## config.mk

```make
export PLATFORM = sky130hd
export DESIGN_NAME = lpb_top
export DESIGN_NICKNAME = d
export VERILOG_FILES = /design/src/rtl/lpb_pkg.sv /design/src/rtl/lpb_top.sv
export SDC_FILE = /design/constraint.sdc
export NUM_CORES = 2
export LEC_CHECK = 0
export BUFFER_PORTS_ARGS = -buffer_cell sky130_fd_sc_hd__buf_2
export CELL_PAD_IN_SITES_DETAIL_PLACEMENT = 0
export CELL_PAD_IN_SITES_GLOBAL_PLACEMENT = 2
export CORE_MARGIN = 5
export CORE_UTILIZATION = 43
export CTS_BUF_LIST = sky130_fd_sc_hd__clkbuf_16
export DETAILED_ROUTE_END_ITERATION = 10
export GPL_TIMING_DRIVEN = 0
export PLACE_DENSITY_LB_ADDON = 0.1
export SLEW_MARGIN = 40
export SYNTH_ARGS = -nofsm -noshare
export SYNTH_HDL_FRONTEND = slang
export SYNTH_SLANG_ARGS = --single-unit
export TNS_END_PERCENT = 100
```

## constraint.sdc

```tcl
create_clock -name sys_clk_in -period 3.23 [get_ports sys_clk_in]
set_input_delay 0.4845 -clock sys_clk_in [delete_from_list [all_inputs] [get_ports sys_clk_in]]
set_output_delay 0.4845 -clock sys_clk_in [all_outputs]
set_load 0.01 [all_outputs]
```

## src/rtl/lpb_pkg.sv

```systemverilog
// Constants, types and state codes for the line printer buffer
package lpb_pkg;
  localparam int COLS = 64; // Columns in the core plane
  localparam int HAM = 120; // Hammer lines toward the printer
  localparam int HAM_HI = 56; // Hammers fed from the second output row
  localparam int PLUGS = 15; // Tab plug sockets
  localparam logic [6:0] LINE_END = 7'h78; // Imaginary position 121, zero based
  localparam logic [6:0] HALF = 7'h40; // First position of the second half
  localparam logic [5:0] LAST_COL = 6'h3f; // Last column of a scan
  localparam logic [3:0] LAST_TAB = 4'hf; // Sixteenth tab in a line
  localparam int ROW_LO = 14; // Output row for positions 1 to 64
  localparam int ROW_HI = 15; // Output row for positions 65 to 120
  // Character codes that steer read-in
  localparam logic [5:0] CODE_TAB = 6'h03;
  localparam logic [5:0] CODE_CR = 6'h04;
  localparam logic [5:0] CODE_SPACE = 6'h05;
  localparam logic [5:0] CODE_STOP = 6'h2f;
  // Register byte offsets
  localparam logic [7:0] OFS_CTRL = 8'h00;
  localparam logic [7:0] OFS_STAT = 8'h04;
  localparam logic [7:0] OFS_PLUG = 8'h40;
  localparam logic [7:0] OFS_PLUG_END = 8'h7c;
  // Control register fields
  localparam int CT_PFM = 0;
  localparam int CT_DBL = 1;
  localparam int CT_LPP = 2;
  localparam int CT_EXTRA = 8;
  localparam logic [9:0] CTRL_RST = 10'h000;
  // Synchroniser lanes for printer and panel pins
  localparam int SY_CHAR = 0;
  localparam int SY_REV = 1;
  localparam int SY_LINE = 2;
  localparam int SY_MOVE = 3;
  localparam int SY_MAN = 4;
  // Sequence register: octal flip-flop patterns per phase
  typedef enum logic [6:0] {
    S500_CLEAR = 7'h00, S501_FIRST = 7'h01, S502_WAIT = 7'h05,
    S503_READ = 7'h15, S504_WRITE = 7'h14,
    S600_REST = 7'h20, S601_SCAN = 7'h21, S602_BACK = 7'h23,
    S603_FIRE = 7'h22, S604_CHECK = 7'h26,
    S700_SET = 7'h40, S701_RUN = 7'h41,
    S800_SET = 7'h50, S801_RUN = 7'h51, S802_HALT = 7'h53,
    S900_SET = 7'h60, S901_RUN = 7'h61
  } lpb_state_t;
  // Character as it arrives from the converter
  typedef struct packed {
    logic [5:0] code;
    logic ctl;
    logic par;
  } lpb_in_char_t;
  // Character as stored: merged parity over code
  typedef struct packed {
    logic par;
    logic [5:0] code;
  } lpb_char_t;
endpackage

```

## src/rtl/lpb_top.sv

```systemverilog
// Line printer buffer: core line store, print sequencing and paper feed
//
// Decided for this implementation: the AHB-Lite slave port and the placing of the registers.
`timescale 1ns/1ps
`default_nettype none
module lpb_top import lpb_pkg::*; (
  input wire logic sys_clk_in,
  input wire logic rst_b_in,
  input wire logic hsel_in,
  input wire logic [31:0] haddr_in,
  input wire logic [1:0] htrans_in,
  input wire logic hwrite_in,
  input wire logic [2:0] hsize_in,
  input wire logic [31:0] hwdata_in,
  input wire logic hready_in,
  output logic [31:0] hrdata_out,
  output logic hreadyout_out,
  output logic hresp_out,
  input wire lpb_in_char_t char_in,
  input wire logic char_valid_in,
  output logic char_ready_out,
  input wire logic char_sync_in,
  input wire logic rev_sync_in,
  input wire logic line_fed_in,
  input wire logic paper_moving_in,
  input wire logic manual_reset_in,
  output logic feed_out,
  output logic [HAM-1:0] hammer_out
);
  lpb_state_t state_reg, state_next; // Sequence register
  logic [15:0] mem [COLS]; // Core plane, bits 15:14 output rows
  logic [13:0] isr_reg; // Input static register
  logic [1:0] ofr_reg; // Output flag register
  logic [6:0] col_reg; // Column selector, zero based position
  logic [5:0] idx_reg; // Scan column for clear and print
  logic [3:0] tab_reg; // Tab counter
  logic [5:0] drum_reg; // Drum position counter
  logic [5:0] drum_next; // Drum position after this edge
  logic [5:0] first_reg; // First character register
  logic [5:0] lc_reg; // Line counter
  logic [5:0] rem_reg; // Lines still to feed
  logic [5:0] pfc_reg; // Programmed feed count
  logic page_reg, tail_reg, stop_reg, alarm_reg;
  lpb_char_t ch_reg; // Character being stored
  logic [HAM-1:0] hammer_reg;
  logic [4:0] s1_reg, s2_reg, s3_reg; // Pin synchronisers
  logic [4:0] rise;
  logic [9:0] ctrl_reg; // Mode and page switches
  logic [6:0] plug_reg [PLUGS]; // Tab plug labels, 0 means empty
  logic [31:0] rdata_reg;
  logic wr_pend_reg;
  logic [7:0] wr_addr_reg;
  logic take, pfm, accept, lf, bottom, fin;
  logic [5:0] lc_inc;
  lpb_char_t in_ch;

  // Column of a line position
  function automatic logic [5:0] col_of(input logic [6:0] pos);
    col_of = pos[5:0];
  endfunction

  // Stored character matches code; empty slots never print
  function automatic logic hit(input logic [6:0] c, input logic [5:0] code);
    hit = (c[5:0] == code) && (c != 7'h00);
  endfunction

  // Register read decode
  function automatic logic [31:0] rd_mux(input logic [31:0] a);
    rd_mux = 32'h0000_0000;
    if (a[31:8] != 24'h00_0000) begin
      rd_mux = 32'h0000_0000;
    end else if (a[7:0] == OFS_CTRL) begin
      rd_mux = {22'h00_0000, ctrl_reg};
    end else if (a[7:0] == OFS_STAT) begin
      rd_mux = {1'b0, col_reg, 2'h0, alarm_reg, stop_reg, tab_reg, 2'h0, lc_reg,
                1'b0, state_reg};
    end else if (a[7:0] >= OFS_PLUG && a[7:0] < OFS_PLUG_END && a[1:0] == 2'h0) begin
      rd_mux = {25'h000_0000, plug_reg[4'(a[7:2] - OFS_PLUG[7:2])]};
    end
  endfunction

  assign pfm = ctrl_reg[CT_PFM];
  assign rise = s2_reg & ~s3_reg;
  assign lf = rise[SY_LINE];
  // Revolution pulse resyncs; shared by the counter and the first-character copy
  assign drum_next = rise[SY_REV] ? 6'h00 : (rise[SY_CHAR] ? drum_reg + 6'h01 : drum_reg);
  assign in_ch = '{par: char_in.ctl ^ char_in.par, code: char_in.code};
  assign char_ready_out = (state_reg == S501_FIRST) ||
                          (state_reg == S502_WAIT && col_reg < LINE_END);
  assign accept = char_ready_out && char_valid_in;
  assign lc_inc = lc_reg + 6'h01;
  assign bottom = !tail_reg && lc_inc == ctrl_reg[CT_LPP +: 6];
  assign fin = lf && (tail_reg ? rem_reg == 6'h01 : (!bottom && !page_reg && rem_reg == 6'h01));
  assign feed_out = state_reg == S701_RUN || state_reg == S801_RUN || state_reg == S901_RUN;
  assign hammer_out = hammer_reg;
  assign hrdata_out = rdata_reg;
  assign hreadyout_out = 1'b1; // Zero wait states
  assign hresp_out = 1'b0; // Always OKAY
  assign take = hsel_in && hready_in && htrans_in[1];

  // Two flops per pin, third flop only for edge finding
  always_ff @(posedge sys_clk_in) begin
    if (!rst_b_in) begin
      s1_reg <= 5'h00;
      s2_reg <= 5'h00;
      s3_reg <= 5'h00;
    end else begin
      s1_reg <= {manual_reset_in, paper_moving_in, line_fed_in, rev_sync_in, char_sync_in};
      s2_reg <= s1_reg;
      s3_reg <= s2_reg;
    end
  end

  // Next state of the sequence register
  always_comb begin
    state_next = state_reg;
    case (state_reg)
      S500_CLEAR: begin
        if (idx_reg == LAST_COL) state_next = pfm ? S501_FIRST : S502_WAIT;
      end
      S501_FIRST: begin
        if (accept) state_next = S502_WAIT;
      end
      S502_WAIT: begin
        if (col_reg >= LINE_END) begin
          state_next = pfm ? S900_SET : S600_REST;
        end else if (accept) begin
          if (in_ch.code == CODE_CR || in_ch.code == CODE_STOP) begin
            state_next = pfm ? S900_SET : S600_REST;
          end else if (in_ch.code > CODE_SPACE && in_ch.code != 6'h3f) begin
            state_next = S503_READ;
          end
        end
      end
      S503_READ: state_next = S504_WRITE;
      S504_WRITE: state_next = S502_WAIT;
      S600_REST: begin
        // Start on a drum sync so the 128-cycle pass never straddles one
        if (!s2_reg[SY_MOVE] && rise[SY_CHAR]) state_next = S601_SCAN;
      end
      S601_SCAN: state_next = S602_BACK;
      S602_BACK: state_next = (idx_reg == LAST_COL) ? S603_FIRE : S601_SCAN;
      S603_FIRE: begin
        if (rise[SY_CHAR]) state_next = S604_CHECK;
      end
      S604_CHECK: begin
        if (drum_reg != first_reg) begin
          state_next = S601_SCAN;
        end else if (stop_reg) begin
          state_next = S800_SET;
        end else begin
          state_next = pfm ? S500_CLEAR : S700_SET;
        end
      end
      S700_SET: state_next = S701_RUN;
      S701_RUN: begin
        if (fin) state_next = S500_CLEAR;
      end
      S800_SET: state_next = S801_RUN;
      S801_RUN: begin
        if (fin) state_next = S802_HALT;
      end
      S802_HALT: begin
        if (rise[SY_MAN]) state_next = S500_CLEAR;
      end
      S900_SET: state_next = (pfc_reg == 6'h00) ? S600_REST : S901_RUN;
      S901_RUN: begin
        if (fin) state_next = S600_REST;
      end
      default: state_next = S500_CLEAR;
    endcase
  end

  // Sequence register, codes are the flop patterns
  always_ff @(posedge sys_clk_in) begin
    if (!rst_b_in) state_reg <= S500_CLEAR;
    else state_reg <= state_next;
  end

  // Read-in bookkeeping: column, tabs, stop, alarm
  always_ff @(posedge sys_clk_in) begin
    if (!rst_b_in || state_reg == S500_CLEAR) begin
      col_reg <= 7'h00;
      tab_reg <= 4'h0;
      stop_reg <= 1'b0;
      pfc_reg <= 6'h00;
      ch_reg <= '0;
      if (!rst_b_in) alarm_reg <= 1'b0;
    end else if (state_reg == S501_FIRST && accept) begin
      pfc_reg <= in_ch.code;
    end else if (state_reg == S502_WAIT && accept) begin
      ch_reg <= in_ch;
      if (in_ch.code == CODE_STOP) begin
        stop_reg <= 1'b1;
      end else if (in_ch.code == CODE_SPACE) begin
        col_reg <= col_reg + 7'h01;
      end else if (in_ch.code == CODE_TAB) begin
        if (tab_reg == LAST_TAB) begin
          col_reg <= LINE_END;
        end else if (plug_reg[tab_reg] == 7'h00) begin
          alarm_reg <= 1'b1; // Empty socket
        end else begin
          col_reg <= plug_reg[tab_reg] - 7'h01;
          tab_reg <= tab_reg + 4'h1;
        end
      end
    end else if (state_reg == S504_WRITE) begin
      col_reg <= col_reg + 7'h01;
    end
  end

  // Static register: merge on read-in, compare on print
  always_ff @(posedge sys_clk_in) begin
    if (!rst_b_in) begin
      isr_reg <= 14'h0000;
      ofr_reg <= 2'h0;
    end else if (state_reg == S503_READ) begin
      ofr_reg <= 2'h0;
      isr_reg <= mem[col_of(col_reg)][13:0];
      if (col_reg >= HALF) isr_reg[13:7] <= ch_reg;
      else isr_reg[6:0] <= ch_reg;
    end else if (state_reg == S601_SCAN) begin
      isr_reg <= mem[idx_reg][13:0];
      ofr_reg <= 2'h0;
      if (hit(mem[idx_reg][6:0], drum_reg)) begin
        ofr_reg[0] <= 1'b1;
        isr_reg[6:0] <= 7'h00;
      end
      if (hit(mem[idx_reg][13:7], drum_reg)) begin
        ofr_reg[1] <= 1'b1;
        isr_reg[13:7] <= 7'h00;
      end
    end
  end

  // Core plane writes: clear, store, write back
  always_ff @(posedge sys_clk_in) begin
    if (state_reg == S500_CLEAR) begin
      mem[idx_reg] <= 16'h0000;
    end else if (state_reg == S504_WRITE) begin
      mem[col_of(col_reg)] <= {ofr_reg, isr_reg};
    end else if (state_reg == S602_BACK) begin
      mem[idx_reg] <= {ofr_reg, isr_reg};
    end
  end

  // Scan column; wraps to zero after each full pass
  always_ff @(posedge sys_clk_in) begin
    if (!rst_b_in) idx_reg <= 6'h00;
    else if (state_reg == S500_CLEAR || state_reg == S602_BACK) idx_reg <= idx_reg + 6'h01;
  end

  // Drum counter tracks the printer; revolution pulse resyncs it
  always_ff @(posedge sys_clk_in) begin
    if (!rst_b_in) drum_reg <= 6'h00;
    else drum_reg <= drum_next;
  end

  // Remember where on the drum the print started
  always_ff @(posedge sys_clk_in) begin
    if (!rst_b_in) first_reg <= 6'h00;
    else if (state_reg == S600_REST) first_reg <= drum_next;
  end

  // Hammers fire for one cycle on the drum sync
  always_ff @(posedge sys_clk_in) begin
    if (!rst_b_in || state_reg != S603_FIRE || !rise[SY_CHAR]) begin
      hammer_reg <= '0;
    end else begin
      for (int h = 0; h < COLS; h++) begin
        hammer_reg[h] <= mem[h][ROW_LO];
        if (h < HAM_HI) hammer_reg[h + COLS] <= mem[h][ROW_HI];
      end
    end
  end

  // Paper feed: counted lines, page bottom, tail lines
  always_ff @(posedge sys_clk_in) begin
    if (!rst_b_in) begin
      lc_reg <= 6'h00;
      rem_reg <= 6'h00;
      page_reg <= 1'b0;
      tail_reg <= 1'b0;
    end else if (state_reg == S700_SET || state_reg == S800_SET || state_reg == S900_SET) begin
      tail_reg <= 1'b0;
      page_reg <= state_reg == S800_SET;
      rem_reg <= (state_reg == S900_SET) ? pfc_reg : {5'h00, ctrl_reg[CT_DBL]} + 6'h01;
    end else if (feed_out && lf) begin
      if (tail_reg) begin
        rem_reg <= rem_reg - 6'h01;
        if (fin) lc_reg <= 6'h00;
      end else if (bottom) begin
        lc_reg <= lc_inc;
        tail_reg <= 1'b1;
        rem_reg <= {4'h0, ctrl_reg[CT_EXTRA +: 2]} + 6'h01;
      end else begin
        lc_reg <= lc_inc;
        rem_reg <= rem_reg - 6'h01;
      end
    end
  end

  // Bus slave: read data latched at address phase, writes in data phase
  always_ff @(posedge sys_clk_in) begin
    if (!rst_b_in) begin
      rdata_reg <= 32'h0000_0000;
      wr_pend_reg <= 1'b0;
      wr_addr_reg <= 8'h00;
    end else begin
      wr_pend_reg <= take && hwrite_in && haddr_in[31:8] == 24'h00_0000;
      wr_addr_reg <= haddr_in[7:0];
      if (take && !hwrite_in) rdata_reg <= rd_mux(haddr_in);
    end
  end

  // Writable registers: mode switches and tab plugs
  always_ff @(posedge sys_clk_in) begin
    if (!rst_b_in) begin
      ctrl_reg <= CTRL_RST;
      for (int i = 0; i < PLUGS; i++) plug_reg[i] <= 7'h00;
    end else if (wr_pend_reg) begin
      if (wr_addr_reg == OFS_CTRL) begin
        ctrl_reg <= hwdata_in[9:0];
      end else if (wr_addr_reg >= OFS_PLUG && wr_addr_reg < OFS_PLUG_END && wr_addr_reg[1:0] == 2'h0) begin
        plug_reg[4'(wr_addr_reg[7:2] - OFS_PLUG[7:2])] <= hwdata_in[6:0];
      end
    end
  end
endmodule
`default_nettype wire

```

=== After elaboration in Yosys (flattened, before gate mapping) ===
Memories as Yosys holds them, arrays and structs flattened. A register that Yosys moved wholly into a read port is not among the register bits.
Index checks and enable logic that the tools add are counted.
Widths: inputs -> output; s select.

* Multiplexer cells: 88
* $add $sub $neg: 11
* Bitwise gates (word level): 11
* $lt $le $gt $ge: 8
* Eq/ne operators: 49
* Reductions and logical operators: 68

{| class="wikitable"
|+ Operators by type and width
! cell !! count
|-
| $mux 7 || 30
|-
| $pmux 7 s17 || 1
|-
| $mux 31 || 3
|-
| $mux 6 || 14
|-
| $eq 7x7->1 const B || 7
|-
| $eq 7x6->1 const B || 5
|-
| $mux 16 || 2
|-
| $mux 1 || 31
|-
| $mux 14 || 2
|-
| $ne 2x2->1 const B || 13
|-
| $logic_not 24->1 || 1
|-
| $reduce_bool 24->1 || 1
|-
| $logic_and 1x1->1 || 22
|-
| $add 6x1->6 const B || 3
|-
| $eq 6x6->1 || 3
|-
| $ge 8x7->1 const B || 2
|-
| $logic_not 8->1 || 2
|-
| $lt 8x7->1 const B || 2
|-
| $reduce_or 16->1 || 1
|-
| $eq 7x5->1 const B || 2
|-
| $ge 7x7->1 const B || 2
|-
| $logic_not 7->1 || 2
|-
| $reduce_bool 7->1 || 2
|-
| $eq 6x3->1 const B || 2
|-
| other kinds (45) || 80
|}

* Output and inout port bits: 156
* Memories: 2
* Input port bits: 88
* Register bits: 147
* Word-level logic and storage cells: 261
* Memory bits (writable): 1,129

{| class="wikitable"
|+ Memories
! name !! words !! bits a word !! rd ports !! clocked after memory_dff !! wr ports !! line !! source
|-
| mem || 64 || 16 || 66 || 66 || 1 || lpb_top.sv:31 || <nowiki>logic [15:0] mem [COLS];</nowiki>
|-
| plug_reg || 15 || 7 || 2 || 1 || 15 || lpb_top.sv:49 || <nowiki>logic [6:0] plug_reg [PLUGS];</nowiki>
|}

=== Longest topological paths before layout ===
* Depth after elaboration: 10
* Mapped depth: 15
* Mapped depth without buffers: 10

=== Worst setup path after synthesis ===
Ideal clock, no wire load.

* Path type: reg2reg
* Start point: register (tool-made name)
* End point: register isr_reg[6]
* Setup slack: -0.205 ns
* Period minus slack after synthesis: 3.435 ns
* Cell stages (with the launch flop): 10
* Data required time: 3.111 ns
* Path buffers: 3
* Arrival time: 3.316 ns
* Setup time: 0.119 ns
* Cell sequence: dfxtp_1 -> clkbuf_1 -> clkbuf_1 -> buf_1 -> mux4_2 -> mux4_2 -> mux4_2 -> mux2i_1 -> o21ai_0 -> o221a_1

{| class="wikitable"
|+ RTL lines
! element !! line !! source
|-
| to (signal assigned) || lpb_top.sv:219 || <nowiki>isr_reg <= mem[col_of(col_reg)][13:0];</nowiki>
|-
| to (signal assigned) || lpb_top.sv:221 || <nowiki>else isr_reg[6:0] <= ch_reg;</nowiki>
|-
| to (signal assigned) || lpb_top.sv:223 || <nowiki>isr_reg <= mem[idx_reg][13:0];</nowiki>
|-
| to (decl) || lpb_top.sv:32 || <nowiki>logic [13:0] isr_reg;</nowiki>
|}

==> metrics.txt <==
Setup WS pre-CTS -2.06 ns; die span in x 390 µm; crit path time final between 3 and 4 ns; Post-Route WL 245 mm; largest fanout on the critical path 10; Port Buf Inserts roughly 210; failing checks negative setup slack; die area 152000 µm²; chip height 390 µm; Sw Ratio 0.288; Crit path arrival time 4.37 ns; Worst Tran Pin Value 0.880 ns; via count between 40000 and 50000; RSZ-0062 raised after global routing true; worst skew pair latency just over 0.8 ns; internal power 33600 µW; Avg Cell Area, Syn 17.2 µm²; DR pass1 iterations 6; Hold Fails Final Rpt 0; post-DR wirelength/cell 38.9 µm; maximum VDD drop between 400 and 500 µV; max_cap viols 0; count of cell types in the netlist 86; DRT iter0 DRCs between 5000 and 6000; clock network power share 0.383; IO Pins 244; main combinational cell family by area after synthesis multiplexers; pwr/cell area 606 nW/µm²; post-synthesis xor/xnor area fraction 0.00571; pins over their slew limit 0; total gr overflow 0; total power 47100 µW; Async SR Flop Fraction 0; Reg clk slew, reported paths 0.06 ns; Clock Path Buffers 3; max reg flops roughly 1000; final worst slack -0.450 ns; Synth Area in Adders 0.00221; CTS Buf Count between 150 and 200; H-tree depth 4; ys flop type edfxtp_1; clock sinks 1404; largest net degree at the start of global routing 65; EDFF count, synth 1129; initial antenna violation count 16; synthesized flop and latch total 1404; All-Layer GR Usage 0.320; Mapped Area 62200 µm²; core area 144000 µm²; fin nets 4364; CTS tree done; Sw Pwr 13600 µW; WP data required ~3.9 ns; Tcrit/Tclk final 1.14; std cell rows 139; Yosys warnings 0; CTS root buf clkbuf_16; area grow syn2layout 24.9%; Worst Path Class, Setup reg2reg; startpoint types flop; CP endpoint kind flop; Fin Clk Skew 0.0575 ns; gpl congestion roughly 0.95; mux share of post-synthesis cell area 0.230; Final setup viols 16; relative slew slack 0.412; maximum clock frequency 0.272 GHz; Vias per Instance 6.48; leakage 0.0285 µW; sequential element share of the synthesized area 0.633; post-synthesis compound-gate area fraction 0.0370; Comb pwr share 0.194; Remaining DRCs 0; vias in the first global route 40000; status finished, violations left; min-delay worst type in2reg; Detail Placement HPWL 174 mm; simple-gate share of the synthesized area 0.0708; Reg power frac 0.423; layout cells sized above 1 0.381; ANT nets after route 0; Initial Util 0.433; first-pass GRT wire length 333 mm; Syn Inst Count 3621
-- critical path, stage by stage (launching register included) --
cell and delay (ns):
dfxtp_4 0.49, buf_4 0.34, buf_4 0.36, clkbuf_4 0.34
mux4_2 0.34, mux2i_2 0.31, mux2i_1 0.21, xor2_1 0.18
o22a_1 0.25, nand3_2 0.12, o2111ai_4 0.21, buf_4 0.21
o21ai_1 0.12, a21oi_1 0.07
-- worst paths after layout --
kind | depth (start not counted) | end | startpoint | slack, ns
worst max register to register | 13 | isr_reg[12] | flop | -0.45
worst min register to register | 1 | s2_reg[2] | s1_reg[2] | 0.43
worst max-delay path | 13 | isr_reg[12] | flop | -0.45
worst min-delay path | 3 | pfc_reg[5] | char_in[7] | 0.05
-- per-stage QoR --
stage	cell area, µm²	std cells	TNS, ns	hold WS (ns)	util
2_1_floorplan	62300	3633	0	0.412	-
3_3_place_gp	65700	5743	-3479.61	0.423	0.457
3_5_place_dp	68700	5847	-760.63	0.423	0.478
4_1_cts	77100	6270	-5.52	0.00272	0.536
5_1_grt	77700	6297	-6.81	0.0430	0.541
6_report	77700	6300	-6.40	0.0468	0.541
-- synth_stat cells (7+ instances only) --
library cell | instances | area share
a221oi_1 | 7 | 0.00099
xor2_1 | 18 | 0.0025
o211ai_1 | 7 | 0.00084
nand2_1 | 111 | 0.0067
or3_1 | 7 | 0.00070
o21ai_0 | 46 | 0.0037
a21boi_0 | 7 | 0.00084
nand3_1 | 55 | 0.0044
mux4_2 | 558 | 0.20
a211oi_1 | 14 | 0.0017
and3_1 | 14 | 0.0014
ha_1 | 11 | 0.0022
o221a_1 | 8 | 0.0014
dfxtp_1 | 275 | 0.088
nor2b_1 | 54 | 0.0054
and2_1 | 281 | 0.028
buf_2 | 32 | 0.0026
buf_1 | 38 | 0.0023
nor4_1 | 16 | 0.0016
nor3b_1 | 10 | 0.0012
xnor2_1 | 20 | 0.0028
clkbuf_1 | 142 | 0.0086
a31oi_1 | 13 | 0.0013
mux2i_1 | 155 | 0.025
o22ai_1 | 7 | 0.00070
o31ai_1 | 14 | 0.0017
o21ai_1 | 9 | 0.00072
a22oi_1 | 65 | 0.0078
a21oi_1 | 63 | 0.0051
buf_4 | 30 | 0.0036
nor3_1 | 42 | 0.0034
edfxtp_1 | 1129 | 0.54
nand4_1 | 13 | 0.0013
nor2_1 | 179 | 0.011
nand2b_1 | 21 | 0.0021
buf_6 | 8 | 0.0014
or2_2 | 8 | 0.00080
mux2_2 | 16 | 0.0029
inv_1 | 23 | 0.0014
-- what timing repair did --
action	in CTS	in global routing
endpoints found under the hold margin	15	0
gates cloned	2	0
gates resized for setup	342	82
pin swaps	78	35
setup endpoints to repair	1683	300
setup buffers	124	27
hold buffers	16	0
-- power groups by stage --
stage,logic (µW),clock network [µW],registers (µW)
floorplan,4310,0,20200
global placement,7290,0,20300
detailed placement,7570,0,20300
CTS,8630,18200,19900
global route,9350,19000,20000
finish,9150,18000,19900
-- cells in the final DEF, fill, tap and decap left out, drive strengths merged, types with 9 or more instances in the layout --
master,synthesis,routed
mux4,558,558
nand4,13,13
buf,110,579
clkinv,1,74
a211oi,14,14
nor4,16,16
ha,11,11
nand2b,21,21
mux2i,155,155
xor2,18,18
dfxtp,275,275
nand3,55,55
o221a,9,9
nor3b,10,10
bufinv,0,13
a22oi,65,65
clkbuf,142,291
a21oi,63,63
nand2,111,111
and3,15,15
nor2b,54,54
o31ai,14,14
conb,2,14
o21ai,55,55
mux2,18,18
edfxtp,1129,1129
and2,282,282
xnor2,20,20
or2,10,10
dlygate4sd3,0,16
inv,25,62
nor2,179,179
a31oi,13,13
nor3,42,42
-- area by class of cell --
cell class,instances,area (µm²)
fillers,11400,65900
well taps,1903,2380
repair buffers,481,5410
plain buffers,245,2240
clock inverters,127,1210
diodes,3,7.51
flip-flops and latches,1404,39400
multi-input cells,1951,23000
inverters,26,101
clock buffers,160,4000
-- per-layer routing --
metal | part of all wire | GRT usage | up-vias
met4 | 0.057 | 0.150 | 4
li1 | - | - | 15900
met3 | 0.12 | 0.0927 | 632
met2 | 0.46 | 0.496 | 2800
met1 | 0.37 | 0.419 | 21400
met5 | 0.00011 | 0 | -
-- cells by family after synthesis --
logic type / Yosys count
buf+inv: 278
flops: 1404
fa+ha+maj: 11
compound gates: 324
other cells: 2
simple gates: 832
mux: 731
xor+xnor: 39
No activity file was read; power rests on OpenSTA's default activity.
